===== src/include/gpc_map.svh =====
// Register offsets, field encodings and reset values of the pin config core
`ifndef GPC_MAP_SVH
`define GPC_MAP_SVH
`define GPC_OFF_DIR_SET 12'h000
`define GPC_OFF_TRIG_SET 12'h004
`define GPC_OFF_PAD_SET 12'h008
`define GPC_OFF_INDEX 12'h00C
`define GPC_OFF_CFG_GET 12'h010
`define GPC_OFF_OUT 12'h014
`define GPC_OFF_IRQ_STAT 12'h018
`define GPC_OFF_IRQ_MASK 12'h01C
`define GPC_OFF_DATA 12'h400
`define GPC_DATA_WIN_MASK 12'hC00
`define GPC_DIR_RESET 2'h0
`define GPC_TRIG_RESET 3'h0
`define GPC_DRV_RESET 2'h0
`define GPC_PAD_RESET 3'h0
`define GPC_SEL_LSB 8
`define GPC_VAL_LSB 0
`define GPC_DRV_LSB 4
`define GPC_TRIG_LSB 8
`define GPC_IDX_W 3
`endif


===== src/include/gpc_pkg.sv =====
// Types of the pin config core
package gpc_pkg;
  typedef enum logic [1:0] {
    GPC_DIR_IN = 2'h0,
    GPC_DIR_OUT = 2'h1,
    GPC_DIR_PERIPHERAL = 2'h2
  } gpc_dir_type;
  typedef enum logic [2:0] {
    GPC_TRIG_FALLING = 3'h0,
    GPC_TRIG_RISING = 3'h1,
    GPC_TRIG_BOTH = 3'h2,
    GPC_TRIG_LOW = 3'h3,
    GPC_TRIG_HIGH = 3'h4
  } gpc_trig_type;
  typedef enum logic [1:0] {
    GPC_DRIVE_WEAK = 2'h0,
    GPC_DRIVE_MEDIUM = 2'h1,
    GPC_DRIVE_STRONG = 2'h2,
    GPC_DRIVE_STRONG_SLEWED = 2'h3
  } gpc_drive_type;
  typedef enum logic [2:0] {
    GPC_PAD_PUSH_PULL = 3'h0,
    GPC_PAD_PUSH_PULL_PULLUP = 3'h1,
    GPC_PAD_PUSH_PULL_PULLDOWN = 3'h2,
    GPC_PAD_OPEN_DRAIN = 3'h3,
    GPC_PAD_OPEN_DRAIN_PULLUP = 3'h4,
    GPC_PAD_OPEN_DRAIN_PULLDOWN = 3'h5,
    GPC_PAD_ANALOG = 3'h6
  } gpc_pad_type;
endpackage : gpc_pkg

===== src/hw/gpc_apb_slave.sv =====
// APB slave front end: decode only; the zero wait state answer comes from the top
`include "gpc_map.svh"
module gpc_apb_slave
  import gpc_pkg::*;
(
  input wire logic psel,
  input wire logic penable,
  input wire logic pwrite,
  input wire logic [11:0] paddr,
  output logic wr_en,
  output logic rd_en,
  output logic data_win,
  output logic [11:0] reg_off
);
  // Access phase only; pready is tied high in the top, so one edge
  assign wr_en = psel & penable & pwrite;
  assign rd_en = psel & penable & ~pwrite;
  assign data_win = (paddr & `GPC_DATA_WIN_MASK) == `GPC_OFF_DATA;
  assign reg_off = {paddr[11:2], 2'b00};
endmodule : gpc_apb_slave


===== src/hw/gpc_pin_detect.sv =====
// One pin: input synchroniser and trigger detector
`include "gpc_map.svh"
module gpc_pin_detect
  import gpc_pkg::*;
(
  input wire logic pclk,
  input wire logic presetn,
  input wire logic pin_raw,
  input wire logic [2:0] trig,
  output logic level,
  output logic event_hit
);
  logic meta_q;
  logic sync_q;
  logic prev_q;
  wire rise = sync_q & ~prev_q;
  wire fall = ~sync_q & prev_q;

  // Two flops before any detection; the first is read only by the second
  always_ff @(posedge pclk or negedge presetn) begin
    if (!presetn) begin
      meta_q <= 1'b0;
      sync_q <= 1'b0;
      prev_q <= 1'b0;
    end else begin
      meta_q <= pin_raw;
      sync_q <= meta_q;
      prev_q <= sync_q;
    end
  end

  assign level = sync_q;

  // Trigger selection per pin
  always_comb begin
    case (gpc_trig_type'(trig))
      GPC_TRIG_FALLING: event_hit = fall;
      GPC_TRIG_RISING: event_hit = rise;
      GPC_TRIG_BOTH: event_hit = rise | fall;
      GPC_TRIG_LOW: event_hit = ~sync_q;
      GPC_TRIG_HIGH: event_hit = sync_q;
      default: event_hit = 1'b0;
    endcase
  end
endmodule : gpc_pin_detect


===== src/hw/gpc_port.sv =====
// GPIO port pin configuration core with APB registers
`include "gpc_map.svh"
// Contract
// - Each pin is a software input, software output or peripheral pin.
// - Config writes carry an 8-bit mask, bit n selects pin n.
// - Software reads back one pin's direction by its index 0 to 7.
// - Each pin's trigger is falling, rising, both, low or high.
// - Software reads back one pin's trigger type by index.
// - Drive strength is 2 mA, 4 mA, 8 mA or 8 mA slew limited.
// - Pad type is one of seven push-pull, open-drain or analog kinds.
// - Pad settings of inputs are stored; the pull, analog, drive and slew outputs all follow them.
// - Software reads back drive and pad type of any pin, inputs too.
// - Reset leaves pins as software inputs, no pull, push-pull, GPIO.
// - Reset leaves drive strength at the 2 mA setting.
// - Data accesses use address bits as a per-pin mask.
// - Masked data reads return pin levels, zero where unselected.
module gpc_port
  import gpc_pkg::*;
(
  input wire logic pclk,
  input wire logic presetn,
  input wire logic psel,
  input wire logic penable,
  input wire logic pwrite,
  input wire logic [11:0] paddr,
  input wire logic [31:0] pwdata,
  output logic [31:0] prdata,
  output logic pready,
  output logic pslverr,
  input wire logic [7:0] pin_in,
  output logic [7:0] pin_out,
  output logic [7:0] pin_oe,
  input wire logic [7:0] periph_out,
  input wire logic [7:0] periph_oe,
  output logic [7:0] periph_in,
  output logic [7:0] pad_pullup,
  output logic [7:0] pad_pulldown,
  output logic [7:0] pad_analog,
  output logic [15:0] pad_drive,
  output logic [7:0] pad_slew,
  output logic irq
);
  logic [1:0] dir_q [8];
  logic [2:0] trig_q [8];
  logic [1:0] drv_q [8];
  logic [2:0] pad_q [8];
  logic [7:0] out_q;
  logic [7:0] stat_q;
  logic [7:0] mask_q;
  logic [2:0] idx_q;
  logic [31:0] prdata_q;
  logic [7:0] pin_out_q;
  logic [7:0] pin_oe_q;
  logic [7:0] pu_q;
  logic [7:0] pd_q;
  logic [7:0] an_q;
  logic [15:0] drive_q;
  logic [7:0] slew_q;
  logic irq_q;
  logic [7:0] lvl;
  logic [7:0] hit;
  logic wr_en;
  logic rd_en;
  logic data_win;
  logic [11:0] reg_off;

  // Pad type helpers used by several decoders
  function automatic logic pad_pulls_up(input logic [2:0] p);
    pad_pulls_up = (p == GPC_PAD_PUSH_PULL_PULLUP) ||
                   (p == GPC_PAD_OPEN_DRAIN_PULLUP);
  endfunction : pad_pulls_up

  function automatic logic pad_pulls_down(input logic [2:0] p);
    pad_pulls_down = (p == GPC_PAD_PUSH_PULL_PULLDOWN) ||
                     (p == GPC_PAD_OPEN_DRAIN_PULLDOWN);
  endfunction : pad_pulls_down

  function automatic logic pad_is_od(input logic [2:0] p);
    pad_is_od = (p == GPC_PAD_OPEN_DRAIN) ||
                (p == GPC_PAD_OPEN_DRAIN_PULLUP) ||
                (p == GPC_PAD_OPEN_DRAIN_PULLDOWN);
  endfunction : pad_is_od

  gpc_apb_slave u_apb (
    .psel(psel),
    .penable(penable),
    .pwrite(pwrite),
    .paddr(paddr),
    .wr_en(wr_en),
    .rd_en(rd_en),
    .data_win(data_win),
    .reg_off(reg_off)
  );

  // Write strobes for each writable register, and the status read strobe
  wire wr_dir = wr_en & ~data_win & (reg_off == `GPC_OFF_DIR_SET);
  wire wr_trig = wr_en & ~data_win & (reg_off == `GPC_OFF_TRIG_SET);
  wire wr_pad = wr_en & ~data_win & (reg_off == `GPC_OFF_PAD_SET);
  wire wr_idx = wr_en & ~data_win & (reg_off == `GPC_OFF_INDEX);
  wire wr_out = wr_en & ~data_win & (reg_off == `GPC_OFF_OUT);
  wire wr_mask = wr_en & ~data_win & (reg_off == `GPC_OFF_IRQ_MASK);
  wire wr_data = wr_en & data_win;
  wire rd_stat = rd_en & ~data_win & (reg_off == `GPC_OFF_IRQ_STAT);
  wire [7:0] sel = pwdata[`GPC_SEL_LSB +: 8];
  wire [7:0] data_sel = paddr[9:2];
  wire mapped = data_win ||
    (reg_off == `GPC_OFF_DIR_SET) || (reg_off == `GPC_OFF_TRIG_SET) ||
    (reg_off == `GPC_OFF_PAD_SET) || (reg_off == `GPC_OFF_INDEX) ||
    (reg_off == `GPC_OFF_CFG_GET) || (reg_off == `GPC_OFF_OUT) ||
    (reg_off == `GPC_OFF_IRQ_STAT) || (reg_off == `GPC_OFF_IRQ_MASK);

  // Level seen at each pin: the synchronised pad input, for every direction
  wire [7:0] pin_level = lvl;

  // Read-back of the indexed pin's settings
  wire [31:0] cfg_word = {16'h0000, 5'h00,
    trig_q[idx_q], drv_q[idx_q], dir_q[idx_q], 1'b0, pad_q[idx_q]};

  // Read mux; unmapped offsets read zero and flag an error
  wire [31:0] rd_mux =
    data_win ? {24'h000000, pin_level & data_sel} :
    (reg_off == `GPC_OFF_CFG_GET) ? cfg_word :
    (reg_off == `GPC_OFF_INDEX) ? {29'h0, idx_q} :
    (reg_off == `GPC_OFF_OUT) ? {24'h000000, out_q} :
    (reg_off == `GPC_OFF_IRQ_STAT) ? {24'h000000, stat_q} :
    (reg_off == `GPC_OFF_IRQ_MASK) ? {24'h000000, mask_q} :
    32'h00000000;

  // Per-pin config storage and pin drivers
  genvar g;
  generate
    for (g = 0; g < 8; g++) begin : g_pin
      gpc_pin_detect u_det (
        .pclk(pclk),
        .presetn(presetn),
        .pin_raw(pin_in[g]),
        .trig(trig_q[g]),
        .level(lvl[g]),
        .event_hit(hit[g])
      );
      wire periph = dir_q[g] == GPC_DIR_PERIPHERAL;
      wire drv_val = periph ? periph_out[g] : out_q[g];
      wire drv_en = periph ? periph_oe[g] : (dir_q[g] == GPC_DIR_OUT);
      wire od = pad_is_od(pad_q[g]);
      wire analog = pad_q[g] == GPC_PAD_ANALOG;

      // Unselected pins keep every setting
      always_ff @(posedge pclk or negedge presetn) begin
        if (!presetn) begin
          dir_q[g] <= `GPC_DIR_RESET;
          trig_q[g] <= `GPC_TRIG_RESET;
          drv_q[g] <= `GPC_DRV_RESET;
          pad_q[g] <= `GPC_PAD_RESET;
        end else begin
          if (wr_dir && sel[g]) begin
            dir_q[g] <= pwdata[1:0];
          end
          if (wr_trig && sel[g]) begin
            trig_q[g] <= pwdata[2:0];
          end
          if (wr_pad && sel[g]) begin
            drv_q[g] <= pwdata[`GPC_DRV_LSB +: 2];
            pad_q[g] <= pwdata[2:0];
          end
        end
      end

      // Pad outputs registered; open drain only ever drives low
      always_ff @(posedge pclk or negedge presetn) begin
        if (!presetn) begin
          pin_out_q[g] <= 1'b0;
          pin_oe_q[g] <= 1'b0;
          pu_q[g] <= 1'b0;
          pd_q[g] <= 1'b0;
          an_q[g] <= 1'b0;
          drive_q[2*g +: 2] <= `GPC_DRV_RESET;
          slew_q[g] <= 1'b0;
        end else begin
          pin_out_q[g] <= od ? 1'b0 : drv_val;
          pin_oe_q[g] <= drv_en & ~analog & (od ? ~drv_val : 1'b1);
          pu_q[g] <= pad_pulls_up(pad_q[g]);
          pd_q[g] <= pad_pulls_down(pad_q[g]);
          an_q[g] <= analog;
          drive_q[2*g +: 2] <= drv_q[g];
          slew_q[g] <= drv_q[g] == GPC_DRIVE_STRONG_SLEWED;
        end
      end
    end
  endgenerate

  // Output data, mask, index and sticky status; a set beats a read clear
  always_ff @(posedge pclk or negedge presetn) begin
    if (!presetn) begin
      out_q <= 8'h00;
      mask_q <= 8'h00;
      idx_q <= 3'h0;
      stat_q <= 8'h00;
      prdata_q <= 32'h00000000;
      irq_q <= 1'b0;
    end else begin
      if (wr_out) out_q <= pwdata[7:0];
      if (wr_data) out_q <= (out_q & ~data_sel) |
                            (pwdata[7:0] & data_sel);
      if (wr_mask) mask_q <= pwdata[7:0];
      if (wr_idx) idx_q <= pwdata[`GPC_IDX_W-1:0];
      stat_q <= (rd_stat ? 8'h00 : stat_q) | hit;
      if (rd_en) prdata_q <= rd_mux;
      irq_q <= |(((rd_stat ? 8'h00 : stat_q) | hit) & mask_q);
    end
  end

  // Zero wait state answer; read data is combinational from the decode
  assign pready = 1'b1;
  assign pslverr = psel & penable & ~mapped;
  assign prdata = rd_en ? rd_mux : prdata_q;
  assign periph_in = lvl;
  assign pin_out = pin_out_q;
  assign pin_oe = pin_oe_q;
  assign pad_pullup = pu_q;
  assign pad_pulldown = pd_q;
  assign pad_analog = an_q;
  assign pad_drive = drive_q;
  assign pad_slew = slew_q;
  assign irq = irq_q;

  // Checks
  a_reset_dir: assert property (@(posedge pclk)
    $rose(presetn) |-> dir_q[0] == GPC_DIR_IN)
    else $error("pin 0 not an input after reset");
  a_reset_drive: assert property (@(posedge pclk)
    $rose(presetn) |-> drive_q == 16'h0000)
    else $error("drive not weak after reset");
  a_mask_keep: assert property (@(posedge pclk) disable iff (!presetn)
    (wr_dir && !sel[3]) |=> $stable(dir_q[3]))
    else $error("unselected pin direction changed");
  a_mask_take: assert property (@(posedge pclk) disable iff (!presetn)
    (wr_dir && sel[0]) |=> dir_q[0] == $past(pwdata[1:0]))
    else $error("selected pin missed direction write");
  a_data_read: assert property (@(posedge pclk) disable iff (!presetn)
    (rd_en && data_win) |-> (prdata[7:0] & ~data_sel) == 8'h00)
    else $error("unselected data bit not zero");
  a_data_write: assert property (@(posedge pclk) disable iff (!presetn)
    (wr_data && !data_sel[5]) |=> $stable(out_q[5]))
    else $error("masked data write hit unselected pin");
  a_edge_sticky: assert property (@(posedge pclk) disable iff (!presetn)
    hit[1] |=> stat_q[1])
    else $error("pending bit not set by event");
  a_cfg_read: assert property (@(posedge pclk) disable iff (!presetn)
    (rd_en && !data_win && reg_off == `GPC_OFF_CFG_GET)
      |-> prdata[5:4] == dir_q[idx_q])
    else $error("direction readback wrong");
  a_trig_read: assert property (@(posedge pclk) disable iff (!presetn)
    (rd_en && !data_win && reg_off == `GPC_OFF_CFG_GET)
      |-> prdata[10:8] == trig_q[idx_q])
    else $error("trigger readback wrong");
  a_pad_read: assert property (@(posedge pclk) disable iff (!presetn)
    (rd_en && !data_win && reg_off == `GPC_OFF_CFG_GET)
      |-> prdata[2:0] == pad_q[idx_q] && prdata[7:6] == drv_q[idx_q])
    else $error("pad readback wrong");
  a_od_high: assert property (@(posedge pclk) disable iff (!presetn)
    pad_is_od(pad_q[3]) |=> !pin_out[3])
    else $error("open drain pin drove high");
  a_irq_level: assert property (@(posedge pclk) disable iff (!presetn)
    ##1 irq == $past(|(((rd_stat ? 8'h00 : stat_q) | hit) & mask_q)))
    else $error("irq does not follow masked status");
  c_dir_write: cover property (@(posedge pclk) wr_dir && sel == 8'h09);
  c_irq_rise: cover property (@(posedge pclk) $rose(irq));
  c_data_read: cover property (@(posedge pclk) rd_en && data_win);
  c_set_clear: cover property (@(posedge pclk) rd_stat && |hit);
endmodule : gpc_port


===== config.mk =====
export PLATFORM = sky130hd
export DESIGN_NAME = gpc_port
export DESIGN_NICKNAME = d
export VERILOG_FILES = /design/src/include/gpc_pkg.sv /design/src/hw/gpc_apb_slave.sv /design/src/hw/gpc_pin_detect.sv /design/src/hw/gpc_port.sv
export VERILOG_INCLUDE_DIRS = /design/src /design/src/include
export SDC_FILE = /design/constraint.sdc
export NUM_CORES = 1
export LEC_CHECK = 0
export BUFFER_PORTS_ARGS = -buffer_cell sky130_fd_sc_hd__buf_4
export CORE_MARGIN = 3
export CORE_UTILIZATION = 45
export CTS_CLUSTER_DIAMETER = 40
export CTS_CLUSTER_SIZE = 20
export DETAILED_ROUTE_END_ITERATION = 8
export MAX_ROUTING_LAYER = met4
export PLACE_DENSITY_LB_ADDON = 0.12
export SLEW_MARGIN = 20
export SYNTH_ARGS = -nofsm -noshare
export SYNTH_HDL_FRONTEND = slang
export SYNTH_SLANG_ARGS = --single-unit

===== constraint.sdc =====
create_clock -name pclk -period 5.5 [get_ports pclk]
set_input_delay 0.55 -clock pclk [delete_from_list [all_inputs] [get_ports pclk]]
set_output_delay 0.55 -clock pclk [all_outputs]
set_load 0.01 [all_outputs]

==> key figures <==
Power
  – LEAKAGE: ~6.1 nW
  – Maximum vdd drop: slightly above 0.0002 V
  – PD cells: 339 mW/mm2

Synthesis
  – Post-Syn Area: approximately 0.010 mm2
  – Synth area leaders: dfrtp_1 57%, mux2_2 13%, mux4_2 4.5%, mux2i_1 2.9%, ha_1 2.0%
  – Synth cell types: 44
  – Seq/Total Area, Yosys: 0.566
  – Top-count cell post-synth: dfrtp_1
  – Post-synth top cells: 228 x dfrtp_1, 114 x mux2_2, 52 x nand2_1
  – Ys async rst share: 1.00
  – Post-synth EDFFs: 0
  – Ys flop type: dfrtp_1
  – Yosys reg bits: 228
  – Mapped Cells: 794
  – Ys Warns: 0
  – Area leader, netlist: dfrtp_1
  – Synth Net Count: 883
  – Synthesized area per cell: 12.7 um2
  – Top-area cell type share of the netlist area: 0.566

Critical path
  – Crit end category: output pin
  – Data arrival, critical path: 3.09 ns
  – Worst path most repeated cell: buf_4
  – Worst-path cell chain: buf_4, nor4_1, nand3_1, nor3_1, nand2_1, o21ai_0, buf_4
  – CP required: 4.95 ns
  – Crit Path Class: in -> out
  – Buf/Inv on CP: 2
  – Startpoint Class: primary input
  – Slowest CP cell: nor3_1
  – Worst Path Max Fanout: 8
  – Max stage delay on crit path: 0.72 ns
  – Worst path top cell family by delay: simple AND/OR/NAND/NOR gates

Clock tree
  – Reg clk slew, reported paths: 0.05 ns
  – Clk buf depth: 3
  – CTS tree: done
  – Post-CTS Hold Fix Bufs: 0
  – Postcts setup bufs: 0
  – PostCTS Resize Cnt: 0
  – Clk_lat worst skew: 0.50 ns
  – Num CTS Buffers: 37
  – Clock Tree Root: clkbuf_16
  – Clock sink count: about 230
  – H-Tree Depth: 2

Die
  – Num ports: 180
  – Core area: 0.0219 mm2
  – DIE WIDTH: roughly 160 um
  – Site Rows: 54
  – Starting density of the core: 0.461
  – Die Area: ~0.024 mm2
  – Die height: ~160 um

STA
  – Post-layout worst setup margin: approximately 1.9 ns
  – RSZ-0062 raised after global routing: no
  – Final Cycle Share: 0.662
  – Clock Skews: a little under 0.02 ns
  – Post-route setup TNS: 0 ns
  – Worst Max-Slew Pin Slew: around 1.1 ns
  – Slew Viols, Final: 0
  – Max_slew headroom: 0.268
  – Endpoints failing setup: 0
  – Fin. Hold Viols: 0
  – Maximum clock rate: roughly 270 MHz
  – Crit path time final: 3.64 ns

Worst hold path
  – Worst Hold Class: in -> async

Place
  – Detail Placement HPWL: roughly 17000 um
  – RePlAce Congestion: 0.831
  – Setup WS pre-CTS: about 1.9 ns
  – IO Port Bufs: 160

Global routing
  – Largest net degree at the start of global routing: around 120
  – Vias in the first global route: slightly below 7000
  – Total track usage: 0.210
  – Global route overflow: 0
  – First-pass GRT wire length: 38700 um
  – Initial antenna violation count: 0

Finish
  – Area delta synth->final: 25.9%
  – N_diodes: 0
  – Share of post-route cells with drive strength above 1: 0.372
  – # nets final: between 1000 and 1500

Detailed routing
  – DRT Pass-1 Iters: 4
  – Detail Route Antenna Nets: 0
  – Vias per cell: 5.39
  – WL per Instance: 19.6 um
  – DR vias: 6756
  – WL final: 24600 um
  – Initial DRC count: 471
  – Residual DRC: 0

Status
  – Status: complete, no violations

Run
  – MaxCap Viol Count: 0
==> report_power, final <==
group | switching, W | leakage (nW) | internal [W]
Clock | 0.000771 | 0.596 | 0.00153
Combinational | 0.000141 | 2.45 | 0.000101
Sequential | 0.0000372 | 3.05 | 0.00173
Total | 0.000949 | 6.10 | 0.00336
==> through the flow <==
step / instance area [um2] / utilization / hold WS, ns / cells / total power, W
after floorplan: 10100 / - / 0.254 / 794 / 0.00189
after global placement: 11500 / 0.524 / 0.333 / 1193 / 0.00203
after detailed placement: 11500 / 0.524 / 0.335 / 1193 / 0.00204
after CTS: 12700 / 0.580 / 0.145 / 1254 / 0.00437
after global routing: 12700 / 0.580 / 0.148 / 1254 / 0.00447
final: 12700 / 0.580 / 0.135 / 1254 / 0.00431
==> cells in the final DEF (no fill, tap or decap), types with 3 or more instances in the layout <==
cell type / count
a211oi_1: 8
a21oi_1: 15
a22oi_1: 9
a31oi_1: 7
a32oi_1: 3
and2_1: 30
buf_4: 162
bufinv_16: 6
clkbuf_1: 3
clkbuf_16: 37
clkinv_2: 5
clkinv_4: 3
clkinvlp_4: 4
dfrtp_1: 227
ha_1: 16
inv_1: 36
mux2_2: 114
mux2i_1: 29
mux4_2: 20
nand2_1: 52
nand2b_1: 11
nand3_1: 4
nand3b_1: 13
nor2_1: 30
nor2b_1: 18
nor3_1: 13
o211ai_1: 6
o21ai_0: 40
o22ai_1: 4
o311ai_0: 6
o41ai_1: 6
xnor2_1: 8
==> final cells by class <==
cell class	instances	area [um2]
fillers	1817	9200
well taps	280	350
flip-flops and latches	228	5710
multi-input cells	486	4040
clock buffers	42	965
repair buffers	163	1230
clock inverters	19	270
inverters	36	135
==> sequential cells by signal (all words and copies together) (netlist names), 16 cells and up, named ones only <==
signal and count:
dir_q 16, pad_drive 16, drv_q 16, pad_q 24
trig_q 24, prdata_q 32
==> layer usage <==
layer  track usage  wire length, um  vias to the layer above
met1         0.282            10800                     3354
li1              -                -                     3165
met5             -                0                        -
met2         0.329            11700                      183
met4        0.0596              605                        0
met3        0.0430             1460                       54
==> worst paths after layout <==
check	startpoint	end	slack (ns)	depth (start not counted)
worst max-delay path	paddr[6]	prdata[8]	1.86	7
worst min-delay path	presetn	pad_slew[6]	0.14	1
worst max register to register	idx_q[0]	prdata_q[2]	3.15	4
worst min register to register	g_pin[7].u_det.meta_q	g_pin[7].u_det.level	0.34	0
max in group asynchronous	presetn	pad_slew[4]	4.02	2
min in group pclk	pin_in[7]	g_pin[7].u_det.meta_q	0.17	1
==> cell families after synthesis <==
| family | Yosys count | share of synthesized area |
|---|---|---|
| compound gates | 115 | 0.0738 |
| xor+xnor | 8 | 0.00695 |
| fa+ha+maj | 16 | 0.0199 |
| buf+inv | 80 | 0.0335 |
| flops | 228 | 0.566 |
| mux | 165 | 0.203 |
| other cells | 1 | 0.000372 |
| simple gates | 181 | 0.0964 |
No activity file was read; power rests on OpenSTA's default activity.
